--- config.mk ---
export PLATFORM = sky130hd
export DESIGN_NAME = sysref_capture_calibration
export DESIGN_NICKNAME = d
export VERILOG_FILES = /design/src/hw/sysref_cal_pkg.sv /design/src/hw/sysref_capture_calibration.sv
export SDC_FILE = /design/constraint.sdc
export NUM_CORES = 1
export LEC_CHECK = 0
export BUFFER_PORTS_ARGS = -buffer_cell sky130_fd_sc_hd__buf_2
export CAP_MARGIN = 5
export CORE_ASPECT_RATIO = 0.7
export CORE_MARGIN = 10
export CORE_UTILIZATION = 45
export DETAILED_ROUTE_END_ITERATION = 6
export PLACE_DENSITY = 0.68
export SLEW_MARGIN = 40
export SYNTH_ARGS = -nofsm -noshare
export SYNTH_HDL_FRONTEND = slang
export SYNTH_SLANG_ARGS = --single-unit
--- constraint.sdc ---
create_clock -name clk_sys -period 12.3 [get_ports clk_sys]
set_input_delay 2.46 -clock clk_sys [delete_from_list [all_inputs] [get_ports clk_sys]]
set_output_delay 2.46 -clock clk_sys [all_outputs]
set_load 0.05 [all_outputs]
--- src/hw/sysref_cal_pkg.sv ---
// constants for the reference capture and calibration block
package sysref_cal_pkg;
	// register word indices (word aligned: byte offset = 4 x index)
	localparam logic [7:0] IDX_MAP_LOW = 8'h2C;
	localparam logic [7:0] IDX_MAP_MID = 8'h2D;
	localparam logic [7:0] IDX_MAP_HIGH = 8'h2E;
	localparam logic [7:0] IDX_CAPTURE_CTRL = 8'h30;
	localparam logic [7:0] IDX_AUTOCAL_CONFIG = 8'h31;
	localparam logic [7:0] IDX_AUTOCAL_ENABLE = 8'h32;
	localparam logic [7:0] IDX_AUTOCAL_RESULT = 8'h33;
	localparam logic [7:0] IDX_DELAY_CTRL = 8'h34;
	// field positions
	localparam int CAPSEL_LSB = 0;
	localparam int STEP_FINE_BIT = 4;
	localparam int AUTOCAL_EN_BIT = 0;
	localparam int AUTOCAL_DONE_BIT = 1;
	localparam int INVERT_BIT = 16;
	localparam int COARSE_LSB = 8;
	localparam int FINE_LSB = 0;
	// reset values
	localparam logic [3:0] CAPSEL_RESET = 4'h0;
	localparam logic STEP_FINE_RESET = 1'b1;
	localparam logic [7:0] AUTOCAL_CONFIG_RESET = 8'h00;
	localparam logic [23:0] MAP_RESET = 24'hFFFFFF;
	// map sizing
	localparam int MAP_WIDTH = 24;
	localparam int CAPSEL_POSITIONS = 16;
	// search settle time per trial setting, in cycles
	localparam logic [7:0] SETTLE_CYCLES = 8'h10;
	typedef enum logic [3:0] {
		CAL_IDLE = 4'b0001,
		CAL_SETTLE = 4'b0010,
		CAL_CHECK = 4'b0100,
		CAL_DONE = 4'b1000
	} cal_state_type;
endpackage : sysref_cal_pkg

--- src/hw/sysref_capture_calibration.sv ---
// reference capture windowing, phase map and automatic delay calibration
//
// Added by the designer: register access over Wishbone.
`timescale 1ns/1ps

// Functional notes
// reference latched on one repeatable clock edge
// single-channel mode captures on both edges
// selectable delayed capture instants offered
// reference position recorded in phase map
// map one means violation, zero valid
// software picks zero bit, midway preferred
// step control: zero coarse, one fine
// map bits 0 and 23 always one
// capture select indexes bits 0 to 15
// 24 map bits over three byte registers
// software sets capture select zero for calibration
// clock and periodic reference during calibration
// write config, then set enable
// search delay until falling edge meets reference
// try both polarities, keep smallest coarse
// found delay readable in result field
// calibrated delay held until disable
// software may write stored delay directly
// no launch during converter calibration
// invert is half period; 256 coarse, fine steps
// completion flag readable by software
module sysref_capture_calibration #(
	parameter int DELAY_STEPS = 256
) (
	// clock and reset
	input wire logic clk_sys,
	input wire logic rst_n,
	// wishbone slave
	input wire logic wb_cyc_i,
	input wire logic wb_stb_i,
	input wire logic wb_we_i,
	input wire logic [9:0] wb_adr_i,
	input wire logic [3:0] wb_sel_i,
	input wire logic [31:0] wb_dat_i,
	output logic [31:0] wb_dat_o,
	output logic wb_ack_o,
	// window detector: per-instant timing violation flags, and edge-aligned indication
	input wire logic [23:0] windowViolation,
	input wire logic edgeAligned,
	input wire logic singleChannel,
	input wire logic sysrefIn,
	// delay and capture controls to the analog path
	output logic clockInvertDelay,
	output logic [7:0] coarseClockDelay,
	output logic [7:0] fineClockDelay,
	output logic phaseStepFine,
	output logic [3:0] captureSelect,
	output logic dualEdgeCapture,
	output logic sysrefCaptured
);
	// ----------------------------------------
	// elaboration checks
	// ----------------------------------------
	// the delay fields are eight bits wide, so only 256 settings can be served
	if (DELAY_STEPS != 256) begin : g_bad_delay_steps
		$error("DELAY_STEPS must be 256");
	end
	if (sysref_cal_pkg::CAPSEL_POSITIONS != 16 || sysref_cal_pkg::MAP_WIDTH != 24) begin : g_bad_map_size
		$error("capture select must span 16 of 24 map positions");
	end

	// ----------------------------------------
	// reset synchroniser
	// ----------------------------------------
	// asserts at once, releases only after two clock edges
	logic rstMeta_q;
	logic rstSync_q;
	always_ff @(posedge clk_sys or negedge rst_n) begin
		if (!rst_n) begin
			rstMeta_q <= 1'b0;
			rstSync_q <= 1'b0;
		end else begin
			rstMeta_q <= 1'b1;
			rstSync_q <= rstMeta_q;
		end
	end

	// ----------------------------------------
	// register state
	// ----------------------------------------
	logic [3:0] capSel_q;
	logic stepFine_q;
	logic [7:0] calCfg_q;
	logic calEn_q;
	logic calDone_q;
	logic [16:0] result_q;
	logic manInv_q;
	logic [7:0] manCoarse_q;
	logic [7:0] manFine_q;
	logic [23:0] phaseMap_q;
	logic ack_q;
	logic [31:0] rdat_q;
	sysref_cal_pkg::cal_state_type state_q;
	// search position: polarity first, then coarse step
	logic trialInv_q;
	logic [7:0] trialCoarse_q;
	logic [7:0] settle_q;

	function automatic logic [7:0] word_index(input logic [9:0] adr);
		word_index = adr[9:2];
	endfunction : word_index

	function automatic logic [16:0] pack_delay(input logic inv, input logic [7:0] coarse, input logic [7:0] fine);
		pack_delay = {inv, coarse, fine};
	endfunction : pack_delay

	function automatic logic [31:0] map_byte(input logic [23:0] map, input logic [1:0] sel);
		map_byte = {24'h000000, map[{sel, 3'h0} +: 8]};
	endfunction : map_byte

	logic access;
	logic wrAccess;
	logic [7:0] index;
	assign access = wb_cyc_i && wb_stb_i && !ack_q;
	assign wrAccess = access && wb_we_i;
	assign index = word_index(wb_adr_i);

	// ----------------------------------------
	// phase map capture
	// ----------------------------------------
	always_ff @(posedge clk_sys or negedge rstSync_q) begin
		if (!rstSync_q)
			phaseMap_q <= sysref_cal_pkg::MAP_RESET;
		else begin
			phaseMap_q <= windowViolation;
			// end positions lack a neighbour, so they always read as violations
			phaseMap_q[0] <= 1'b1;
			phaseMap_q[sysref_cal_pkg::MAP_WIDTH-1] <= 1'b1;
		end
	end

	// ----------------------------------------
	// software registers
	// ----------------------------------------
	always_ff @(posedge clk_sys or negedge rstSync_q) begin
		if (!rstSync_q) begin
			capSel_q <= sysref_cal_pkg::CAPSEL_RESET;
			stepFine_q <= sysref_cal_pkg::STEP_FINE_RESET;
			calCfg_q <= sysref_cal_pkg::AUTOCAL_CONFIG_RESET;
			calEn_q <= 1'b0;
			manInv_q <= 1'b0;
			manCoarse_q <= 8'h00;
			manFine_q <= 8'h00;
		end else if (wrAccess && wb_sel_i[0]) begin
			// writes land on the edge that takes the request; other offsets are ignored
			unique case (index)
				sysref_cal_pkg::IDX_CAPTURE_CTRL: begin
					capSel_q <= wb_dat_i[sysref_cal_pkg::CAPSEL_LSB +: 4];
					stepFine_q <= wb_dat_i[sysref_cal_pkg::STEP_FINE_BIT];
				end
				sysref_cal_pkg::IDX_AUTOCAL_CONFIG: calCfg_q <= wb_dat_i[7:0];
				sysref_cal_pkg::IDX_AUTOCAL_ENABLE: calEn_q <= wb_dat_i[sysref_cal_pkg::AUTOCAL_EN_BIT];
				sysref_cal_pkg::IDX_DELAY_CTRL: begin
					manFine_q <= wb_dat_i[sysref_cal_pkg::FINE_LSB +: 8];
					if (wb_sel_i[1])
						manCoarse_q <= wb_dat_i[sysref_cal_pkg::COARSE_LSB +: 8];
					if (wb_sel_i[2])
						manInv_q <= wb_dat_i[sysref_cal_pkg::INVERT_BIT];
				end
				default: ;
			endcase
		end
	end

	// ----------------------------------------
	// automatic calibration search
	// ----------------------------------------
	// order: coarse 0..255, each tried with invert 0 then invert 1; first hit is the smallest coarse
	always_ff @(posedge clk_sys or negedge rstSync_q) begin
		if (!rstSync_q) begin
			state_q <= sysref_cal_pkg::CAL_IDLE;
			trialInv_q <= 1'b0;
			trialCoarse_q <= 8'h00;
			settle_q <= 8'h00;
			calDone_q <= 1'b0;
			result_q <= 17'h00000;
		end else if (!calEn_q) begin
			// dropping enable abandons the search and clears the done flag
			state_q <= sysref_cal_pkg::CAL_IDLE;
			calDone_q <= 1'b0;
		end else begin
			unique case (state_q)
				sysref_cal_pkg::CAL_IDLE: begin
					trialInv_q <= 1'b0;
					trialCoarse_q <= 8'h00;
					settle_q <= sysref_cal_pkg::SETTLE_CYCLES;
					state_q <= sysref_cal_pkg::CAL_SETTLE;
				end
				sysref_cal_pkg::CAL_SETTLE: begin
					// let the delay settle before the detector is believed
					settle_q <= settle_q - 8'h01;
					if (settle_q == 8'h01)
						state_q <= sysref_cal_pkg::CAL_CHECK;
				end
				sysref_cal_pkg::CAL_CHECK: begin
					settle_q <= sysref_cal_pkg::SETTLE_CYCLES;
					if (edgeAligned) begin
						result_q <= pack_delay(trialInv_q, trialCoarse_q, manFine_q);
						calDone_q <= 1'b1;
						state_q <= sysref_cal_pkg::CAL_DONE;
					end else if (!trialInv_q) begin
						trialInv_q <= 1'b1;
						state_q <= sysref_cal_pkg::CAL_SETTLE;
					end else begin
						trialInv_q <= 1'b0;
						trialCoarse_q <= trialCoarse_q + 8'h01;
						// no hit anywhere: report zero but still flag completion
						if (trialCoarse_q == 8'hFF) begin
							result_q <= 17'h00000;
							calDone_q <= 1'b1;
							state_q <= sysref_cal_pkg::CAL_DONE;
						end else
							state_q <= sysref_cal_pkg::CAL_SETTLE;
					end
				end
				sysref_cal_pkg::CAL_DONE: state_q <= sysref_cal_pkg::CAL_DONE;
				default: state_q <= sysref_cal_pkg::CAL_IDLE;
			endcase
		end
	end

	// ----------------------------------------
	// delay outputs
	// ----------------------------------------
	// searching: trial delays drive the clock path; holding: the found delay stays applied
	logic searching;
	logic holding;
	assign searching = calEn_q && (state_q != sysref_cal_pkg::CAL_DONE);
	assign holding = calEn_q && (state_q == sysref_cal_pkg::CAL_DONE);
	// the fine delay is not searched: it takes the manual value, and holding applies the copy in result_q (zero after no hit)

	always_ff @(posedge clk_sys or negedge rstSync_q) begin
		if (!rstSync_q) begin
			clockInvertDelay <= 1'b0;
			coarseClockDelay <= 8'h00;
			fineClockDelay <= 8'h00;
		end else if (searching) begin
			clockInvertDelay <= trialInv_q;
			coarseClockDelay <= trialCoarse_q;
			fineClockDelay <= manFine_q;
		end else if (holding) begin
			clockInvertDelay <= result_q[16];
			coarseClockDelay <= result_q[15:8];
			fineClockDelay <= result_q[7:0];
		end else begin
			clockInvertDelay <= manInv_q;
			coarseClockDelay <= manCoarse_q;
			fineClockDelay <= manFine_q;
		end
	end

	// ----------------------------------------
	// capture control
	// ----------------------------------------
	always_ff @(posedge clk_sys or negedge rstSync_q) begin
		if (!rstSync_q) begin
			phaseStepFine <= sysref_cal_pkg::STEP_FINE_RESET;
			captureSelect <= sysref_cal_pkg::CAPSEL_RESET;
			dualEdgeCapture <= 1'b0;
			sysrefCaptured <= 1'b0;
		end else begin
			phaseStepFine <= stepFine_q;
			// calibration needs capture select at zero, so it is forced there
			captureSelect <= calEn_q ? 4'h0 : capSel_q;
			// both captures are one-cycle registers of their inputs
			dualEdgeCapture <= singleChannel;
			sysrefCaptured <= sysrefIn;
		end
	end

	// ----------------------------------------
	// bus read and acknowledge
	// ----------------------------------------
	always_ff @(posedge clk_sys or negedge rstSync_q) begin
		if (!rstSync_q) begin
			ack_q <= 1'b0;
			rdat_q <= 32'h00000000;
		end else begin
			// registered ack: one wait state, and a held strobe is not taken twice
			ack_q <= access;
			if (access && !wb_we_i) begin
				unique case (index)
					sysref_cal_pkg::IDX_MAP_LOW: rdat_q <= map_byte(phaseMap_q, 2'h0);
					sysref_cal_pkg::IDX_MAP_MID: rdat_q <= map_byte(phaseMap_q, 2'h1);
					sysref_cal_pkg::IDX_MAP_HIGH: rdat_q <= map_byte(phaseMap_q, 2'h2);
					sysref_cal_pkg::IDX_CAPTURE_CTRL: rdat_q <= {27'h0000000, stepFine_q, capSel_q};
					sysref_cal_pkg::IDX_AUTOCAL_CONFIG: rdat_q <= {24'h000000, calCfg_q};
					sysref_cal_pkg::IDX_AUTOCAL_ENABLE: rdat_q <= {30'h00000000, calDone_q, calEn_q};
					sysref_cal_pkg::IDX_AUTOCAL_RESULT: rdat_q <= {15'h0000, result_q};
					sysref_cal_pkg::IDX_DELAY_CTRL: rdat_q <= {15'h0000, pack_delay(manInv_q, manCoarse_q, manFine_q)};
					default: rdat_q <= 32'h00000000;
				endcase
			end
		end
	end

	assign wb_ack_o = ack_q;
	assign wb_dat_o = rdat_q;
endmodule : sysref_capture_calibration

* Yosys cells after proc, flatten, opt, wreduce, memory -nomap -nowiden
Cells that the tools add are included.
** Storage, ports and cells
- Flip-flop bits (word level) :: 151
- Input port bits :: 78
- Word-level logic and storage cells :: 102
** Cells by class
- $add $sub $neg :: 2
- Eq/ne operators :: 21
- Muxes and demuxes :: 29
- Reduce and logical (&&, ||, !) cells :: 25
** Operators with widths (count)
- 17-bit case mux with 8 select lines :: 1
- 8-bit by 6-bit == test with 1-bit output (second input constant) :: 8
- 17-bit two-way mux :: 3
- 8-bit two-way mux :: 6
- 8-bit case mux with 2 select lines :: 2
- 4-bit two-way mux :: 6
- 4-bit case mux with 4 select lines :: 1
- 3-bit AND reduction :: 4
- 2-bit AND reduction :: 5
- 1-bit two-way mux :: 9
- 8-bit by 1-bit adder with 8-bit output (second input constant) :: 1
- 8-bit by 1-bit == test with 1-bit output (second input constant) :: 1
- 8-bit == test (second input constant) :: 1
- 4-bit AND reduction :: 2
- 2-bit nonzero test :: 4
- 8-bit by 1-bit subtractor with 8-bit output (second input constant) :: 1
- 1-bit logical AND :: 7
- 3-bit by 2-bit != test with 1-bit output (second input constant) :: 2
- 4-bit by 1-bit == test with 1-bit output (second input constant) :: 1
- 4-bit by 2-bit == test with 1-bit output (second input constant) :: 1
- 4-bit by 3-bit == test with 1-bit output (second input constant) :: 1
- 4-bit == test (second input constant) :: 1
- 2-bit != test (second input constant) :: 2
- 4-bit != test (second input constant) :: 1
- 5 further kinds :: 6

* Depth between registers and ports, before layout
Gate-level depths: netlist of run 1.
- Word-level depth :: 6
- Gate-level depth with buffers :: 8

* Worst setup path after synthesis of run 1
Ideal clock, no wire load.
- Path kind :: input-to-reg
- Start :: input port wb_adr_i[3]
- End :: register manCoarse_q[0]
- Data arrival time :: 3.694 ns
- Required time :: 12.175 ns
- Setup slack :: 8.481 ns
- Stages :: 7
- Buffers on the path :: 2
- Cells stage by stage :: nor4b_1 and3_1 buf_4 and2b_1 buf_6 nand2_4 mux2_4
** Between the ends
- Longest elaborated chain between the ends :: 2
** RTL lines
- from (decl) :: line sysref_capture_calibration.sv:38 : input wire logic [9:0] wb_adr_i,
- 8-bit by 6-bit == test with 1-bit output :: line sysref_capture_calibration.sv:152 : unique case (index)
- 3-bit AND reduction (no line)
- to (signal assigned) :: line sysref_capture_calibration.sv:162 : manCoarse_q <= wb_dat_i[sysref_cal_pkg::COARSE_LSB +: 8];
- to (decl) :: line sysref_capture_calibration.sv:94 : logic [7:0] manCoarse_q;
No other way between the ends.
A chain may end at the register's enable or synchronous reset.

* Worst setup path in the final report of run 1
- Start :: input port wb_adr_i[2]
- End :: register manCoarse_q[0]
Same word-level chain as after synthesis.

==> results by group, run 1 <==
STA
  • RSZ-0062 raised after global routing: no
  • Setup TNS Final: 0 ns
  • Highest clock rate: 0.223 GHz
  • Period utilisation layout: 0.365
  • Max-slew headroom: 0.480
  • Min Clock Period, post-route: 4.49 ns
  • Hold Vio Cnt, Final: 0
  • Max-slew violations: 0
  • Slew @ Worst Pin: 0.777 ns
  • # setup viols final: 0
  • Clock Skew: between 0.009 and 0.01 ns

GRT
  • GR Util All Layers: 0.165
  • Largest net degree at the start of global routing: 82
  • First-pass GRT wire length: between 20 and 25 mm
  • GRT overflow: 0
  • Initial antenna violation count: 0
  • Vias in the first global route: 4562

Floorplanning
  • # rows: 35
  • Die area: around 18000 um^2
  • Die W: 157 um
  • Die Height: 116 um
  • Core area: 13100 um^2
  • Ports: 135
  • Initial Util: 0.455

Synth
  • Synth Warn #: 0
  • Area leader, netlist: dfrtp_1
  • Post-synthesis sequential area ratio: 0.578
  • Syn Area/Cell: 11.4 um^2
  • Commonest cells in the netlist: dfrtp_1, nand2_1, o21ai_0
  • Post-synthesis cell type count: 57
  • Ranking of synthesized cells by area: dfrtp_1, dfstp_2, mux2_2
  • Ys flop type: dfrtp_1
  • Most frequent cell after synthesis: dfrtp_1
  • Number of synthesized flops with an enable pin: 0
  • Ys async rst share: 1.00
  • Cells after Synth: 520
  • Cell Area, Synth: 5940 um^2
  • Number of synthesized register bits: between 100 and 150
  • Area fraction of the dominant cell type after synthesis: 0.468

Setup path
  • CP endpoint kind: flop
  • CP peak stage delay: 0.58 ns
  • Worst Setup Start Kind: input pin
  • CP max stage cell: and2b_1
  • CP cell instances: buf_2 > nor4b_1 > and3_2 > and2b_1 > nand2_4 > mux2_4
  • Worst Path Max Fanout: 20
  • Required time of the critical path: 12.60 ns
  • CP Class: input pin to flop
  • Worst path arrival time: 4.80 ns

Power
  • Pwr dens: about 140 nW/um^2
  • Max VDD drop: approximately 96 uV
  • P_leak: about 3.5 nW
  • Final Total Pwr: just under 1 mW

Placement
  • Detailed Place HPWL: around 10 mm
  • Routability cong.: approximately 0.85
  • Port Buf Inserts: 99

Clock network
  • # clock sinks: 136
  • Clock Tree Buf Depth: 2
  • Post_cts resized: 0
  • H-tree Lvls: 4
  • CTS tree: done
  • Total CTS buffers: 17
  • Root Buffer: clkbuf_16
  • Clock latency on the worst-skew pair: 0.42 ns
  • Reg clk slew, reported paths: 0.06 ns
  • Cts hold-fix bufs: 0
  • Post-CTS Setup Bufs: 0

Detailed routing
  • Routed len/inst: 18.7 um
  • Drc violations: 0
  • Vias: 4323
  • Post-DR vias/cell: 5.44
  • Final wirelength: 14.8 mm
  • DR iter-0 viols: 327
  • DR pass1 iterations: 5
  • Post-DRT Antenna Nets: 0

Outcome
  • Result of the run: finished clean

Layout
  • FILL cells: 1136
  • ANT cells: 0
  • Register area: around 3400 um^2
  • Multi-input logic area: 2310 um^2
  • Area Growth Syn to Fin: 19.0%
  • Share of cells above drive strength 1: 0.334
  • Final Net Count: 696

Flow run
  • Max_cap viols: 0

Hold path
  • Path type of the worst min-delay path: flop to flop
critical path: cells and delay by family:
kind	cells	cell delay, ns
AND/OR/NAND/NOR	4	1.72
multiplexers	1	0.35
buffers and inverters	1	0.26
where the power goes:
group          internal (mW)  switching (mW)
Combinational         0.0132          0.0331
Sequential             0.457         0.00626
Clock                  0.266           0.215
path summary, 6_finish.rpt:
check / startpoint / endpoint / slack, ns / depth (start not counted)
max in group asynchronous: rst_n / rstSync_q / 10.39 / 1
worst max register to register: state_q[2] / result_q[6] / 9.96 / 5
min in group asynchronous: rstSync_q / settle_q[1] / 0.37 / 0
worst max-delay path: wb_adr_i[2] / manCoarse_q[0] / 7.81 / 6
worst min-delay path: rstMeta_q / rstSync_q / 0.36 / 0
worst min register to register: rstMeta_q / rstSync_q / 0.36 / 0
placed cells by master (no fill, tap or decap), types with 15 or more instances in the layout:
cell type,count
dfrtp_1,109
buf_2,99
nand2_1,72
o21ai_0,35
nor2_1,32
mux2_2,31
nand3_1,25
dfstp_2,25
a21oi_1,18
clkbuf_16,17
conb_1,16
mux2i_1,15
logic make-up after synthesis:
kind of cell    share of synthesized area
compound gates                      0.102
fa+ha+maj                         0.00632
flops                               0.578
simple gates                        0.139
xor+xnor                           0.0118
other cells                       0.00126
buf+inv                            0.0438
mux                                 0.118
metrics by stage:
stage                     instances  hold slack, ns  utilization  setup slack [ns]  instance area, um^2
after floorplan                 534           0.331            -              8.27                 5990
after global placement          761           0.344        0.496              7.21                 6480
after detailed placement        761           0.336        0.497              7.11                 6490
after CTS                       793           0.362        0.540              7.51                 7050
after global routing            794           0.373        0.542              7.67                 7070
final                           794           0.361        0.542              7.81                 7070
layout make-up:
class | instances | share of cell area
Tap cell | 166 | 0.0294
Clock inverter | 15 | 0.0191
Inverter | 6 | 0.00318
Multi-Input combinational cell | 352 | 0.327
Sequential cell | 136 | 0.486
Clock buffer | 17 | 0.0602
Timing Repair Buffer | 102 | 0.0747
state kept, by name (all words and copies together), names as in the netlist, 4 cells and up:
signal / flops
fineClockDelay: 8
coarseClockDelay: 8
state_q: 4
settle_q: 8
trialCoarse_q: 8
wb_dat_o: 17
manCoarse_q: 8
manFine_q: 8
captureSelect: 4
capSel_q: 4
result_q: 17
calCfg_q: 8
phaseMap_q: 22
routing by layer:
| metal | up-vias | wire length, um | track usage |
|---|---|---|---|
| li1 | 2001 | - | - |
| met3 | 11 | 1060 | 0.0449 |
| met1 | 2168 | 6610 | 0.217 |
| met4 | 0 | 123 | 0.0503 |
| met2 | 143 | 7020 | 0.263 |
| met5 | - | 0 | 0 |
Power figures use the tool's default switching activity.
==> run 2: changes to the inputs <==
==> constraint.sdc (replaced) <==
create_clock -name clk_sys -period 4.2 [get_ports clk_sys]
set_input_delay 0.84 -clock clk_sys [delete_from_list [all_inputs] [get_ports clk_sys]]
set_output_delay 0.84 -clock clk_sys [all_outputs]
set_load 0.05 [all_outputs]
==> run 2 against run 1 <==
Compared with the run above: sequential power increased to 2.9 times the previous value; clock power increased to 3.1 times the previous value; cell count is 0.38% higher; utilization rose by 0.42 points; flip-flop and latch count unchanged; die area is the same; worst hold slack got worse by 0.16 ns; critical path depth is the same; largest power group unchanged; highest routed layer unchanged.
==> results by group, run 2 (synthesis results as in run 1) <==
Outcome
  • Result of the run: finished clean

Setup path
  • R2r setup slk: 1.78 ns (-8.18 ns)
  • R2r worst-path depth: 5 (unchanged)
  • Worst Setup Start Kind: input pin
  • FF-to-FF Start: state_q[2]
  • Required time of the critical path: 4.49 ns (-8.11 ns)
  • Worst Path Max Fanout: 13 (-35%)
  • CP endpoint kind: flop
  • CP Class: input pin to flop
  • Worst path arrival time: 2.86 ns (-1.94 ns)
  • RR Endpoint: result_q[3]

Clock network
  • Clock latency on the worst-skew pair: 0.42 ns (about the same)
  • Post_cts resized: 0 (unchanged)
  • Reg clk slew, reported paths: 0.06 ns (about the same)
  • H-tree Lvls: 4 (unchanged)
  • Total CTS buffers: 17 (unchanged)
  • CTS tree: done
  • # clock sinks: 136 (unchanged)
  • Post-CTS Setup Bufs: 0 (unchanged)
  • Clock Tree Buf Depth: 2 (unchanged)
  • Cts hold-fix bufs: 0 (unchanged)
  • Root Buffer: clkbuf_16

STA
  • Hold Vio Cnt, Final: 0 (unchanged)
  • PnR worst setup slack: 1.63 ns (-6.18 ns)
  • Setup TNS Final: 0 ns (unchanged)
  • Clock Skew: 0.0125 ns (+0.00344 ns)
  • Slew @ Worst Pin: 0.800 ns (+0.0234 ns)
  • Period utilisation layout: 0.612
  • Max-slew headroom: 0.465 (-0.0148)
  • # setup viols final: 0 (unchanged)
  • Highest clock rate: approximately 0.39 GHz
  • RSZ-0062 raised after global routing: no
  • Max-slew violations: 0 (unchanged)
  • Hold WS: 0.203 ns (-0.158 ns)
  • Min Clock Period, post-route: around 2.6 ns

Floorplanning
  • Initial Util: 0.455 (unchanged)
  • # rows: 35 (unchanged)
  • Die area: 18300 um^2 (unchanged)
  • Die W: 157 um (unchanged)
  • Ports: 135 (unchanged)
  • Core area: 13100 um^2 (unchanged)
  • Die Height: 116 um (unchanged)

Placement
  • Detailed Place HPWL: 10.6 mm (+3.1%)
  • Placed Instance Area: 6520 um^2 (+0.46%)
  • Port Buf Inserts: 99 (unchanged)
  • Place WS: 1.26 ns (-5.85 ns)
  • Routability cong.: 0.834 (-1.5%)

Layout
  • FILL cells: 1129 (-0.62%)
  • Largest register by flop count: phaseMap_q
  • Multi-input logic area: 2300 um^2 (-0.54%)
  • Area Growth Syn to Fin: 20.0%
  • Share of cells above drive strength 1: 0.336 (+0.00158)
  • Highest-count cells in the layout ignoring fill and taps: dfrtp_1, buf_2, nand2_1, o21ai_0, nor2_1
  • Fin area: 7130 um^2 (+0.78%)
  • ANT cells: 0 (unchanged)
  • Final Net Count: 699 (+0.43%)
  • Register area: 3440 um^2 (unchanged)
  • Largest register FFs: 22 (unchanged)
  • Commonest non-fill, non-tap cell in the layout: dfrtp_1

GRT
  • Largest net degree at the start of global routing: 44 (-46%)
  • First-pass GRT wire length: 23.6 mm (-0.75%)
  • Initial antenna violation count: 1 (+1)
  • GR Util All Layers: 0.163 (-0.00181)
  • Vias in the first global route: 4533 (-0.64%)
  • GRT overflow: 0 (unchanged)

Power
  • P_leak: 3.50 nW (+0.95%)
  • Max VDD drop: 346 uV (+260%)
  • Pwr dens: 418 nW/um^2 (+200%)
  • Final Total Pwr: 2.98 mW (+200%)

Detailed routing
  • Routed len/inst: 18.5 um (-0.67%)
  • Drc violations: 0 (unchanged)
  • Post-DR vias/cell: 5.46 (+0.20%)
  • DR iter-0 viols: 288 (-12%)
  • Vias: 4348 (+0.58%)
  • DR pass1 iterations: 5 (unchanged)
  • Final wirelength: 14.8 mm (-0.30%)
  • Post-DRT Antenna Nets: 0 (unchanged)

Hold path
  • Path type of the worst min-delay path: input pin to async pin

Flow run
  • Max_cap viols: 0 (unchanged)
-- run 2: how the worst max path moves through the flow --
| stage | startpoint | to | slack (ns) | cells past startpoint |
|---|---|---|---|---|
| 4_1_cts | wb_adr_i[9] | calCfg_q[6] | 1.69 | 6 |
| 3_5_place_dp | wb_adr_i[9] | calCfg_q[6] | 1.26 | 6 |
| 3_3_place_gp | wb_adr_i[9] | calCfg_q[5] | 1.31 | 6 |
| 2_1_floorplan | rstSync_q | calCfg_q[0] | 0.17 | 0 |
| 6_report | wb_adr_i[9] | calCfg_q[0] | 1.63 | 6 |
| 5_1_grt | wb_adr_i[9] | calCfg_q[0] | 1.56 | 6 |
-- run 2: routing by layer --
layer,wire length (um),global-route usage,part of all wire
met5,0,0,0
met4,123,0.0460,0.0083
met3,1030,0.0497,0.070
met2,6760,0.250,0.46
met1,6850,0.220,0.46
-- run 2: cell type report --
cell class,count,share of cell area
clock buffers,20,0.0686
clock inverters,12,0.0160
inverters,6,0.00316
multi-input cells,352,0.323
flip-flops and latches,136,0.483
well taps,166,0.0291
repair buffers,105,0.0776
-- run 2: worst max-delay path: stages --
cell and delay [ns]:
buf_2 0.10, nor3b_2 0.30, and2_1 0.56, nor2b_1 0.31, nand2_1 0.36, mux2_2 0.39
-- run 2: power by group --
part           leakage [nW]  switching, mW  internal (mW)
Clock                 0.285          0.576          0.905
Sequential             1.80         0.0144           1.34
Combinational          1.42          0.102         0.0401
-- run 2: stage by stage --
step | std cells | utilization
3_3_place_gp | 764 | 0.498
6_report | 797 | 0.546
2_1_floorplan | 534 | -
5_1_grt | 797 | 0.546
4_1_cts | 797 | 0.546
3_5_place_dp | 765 | 0.500
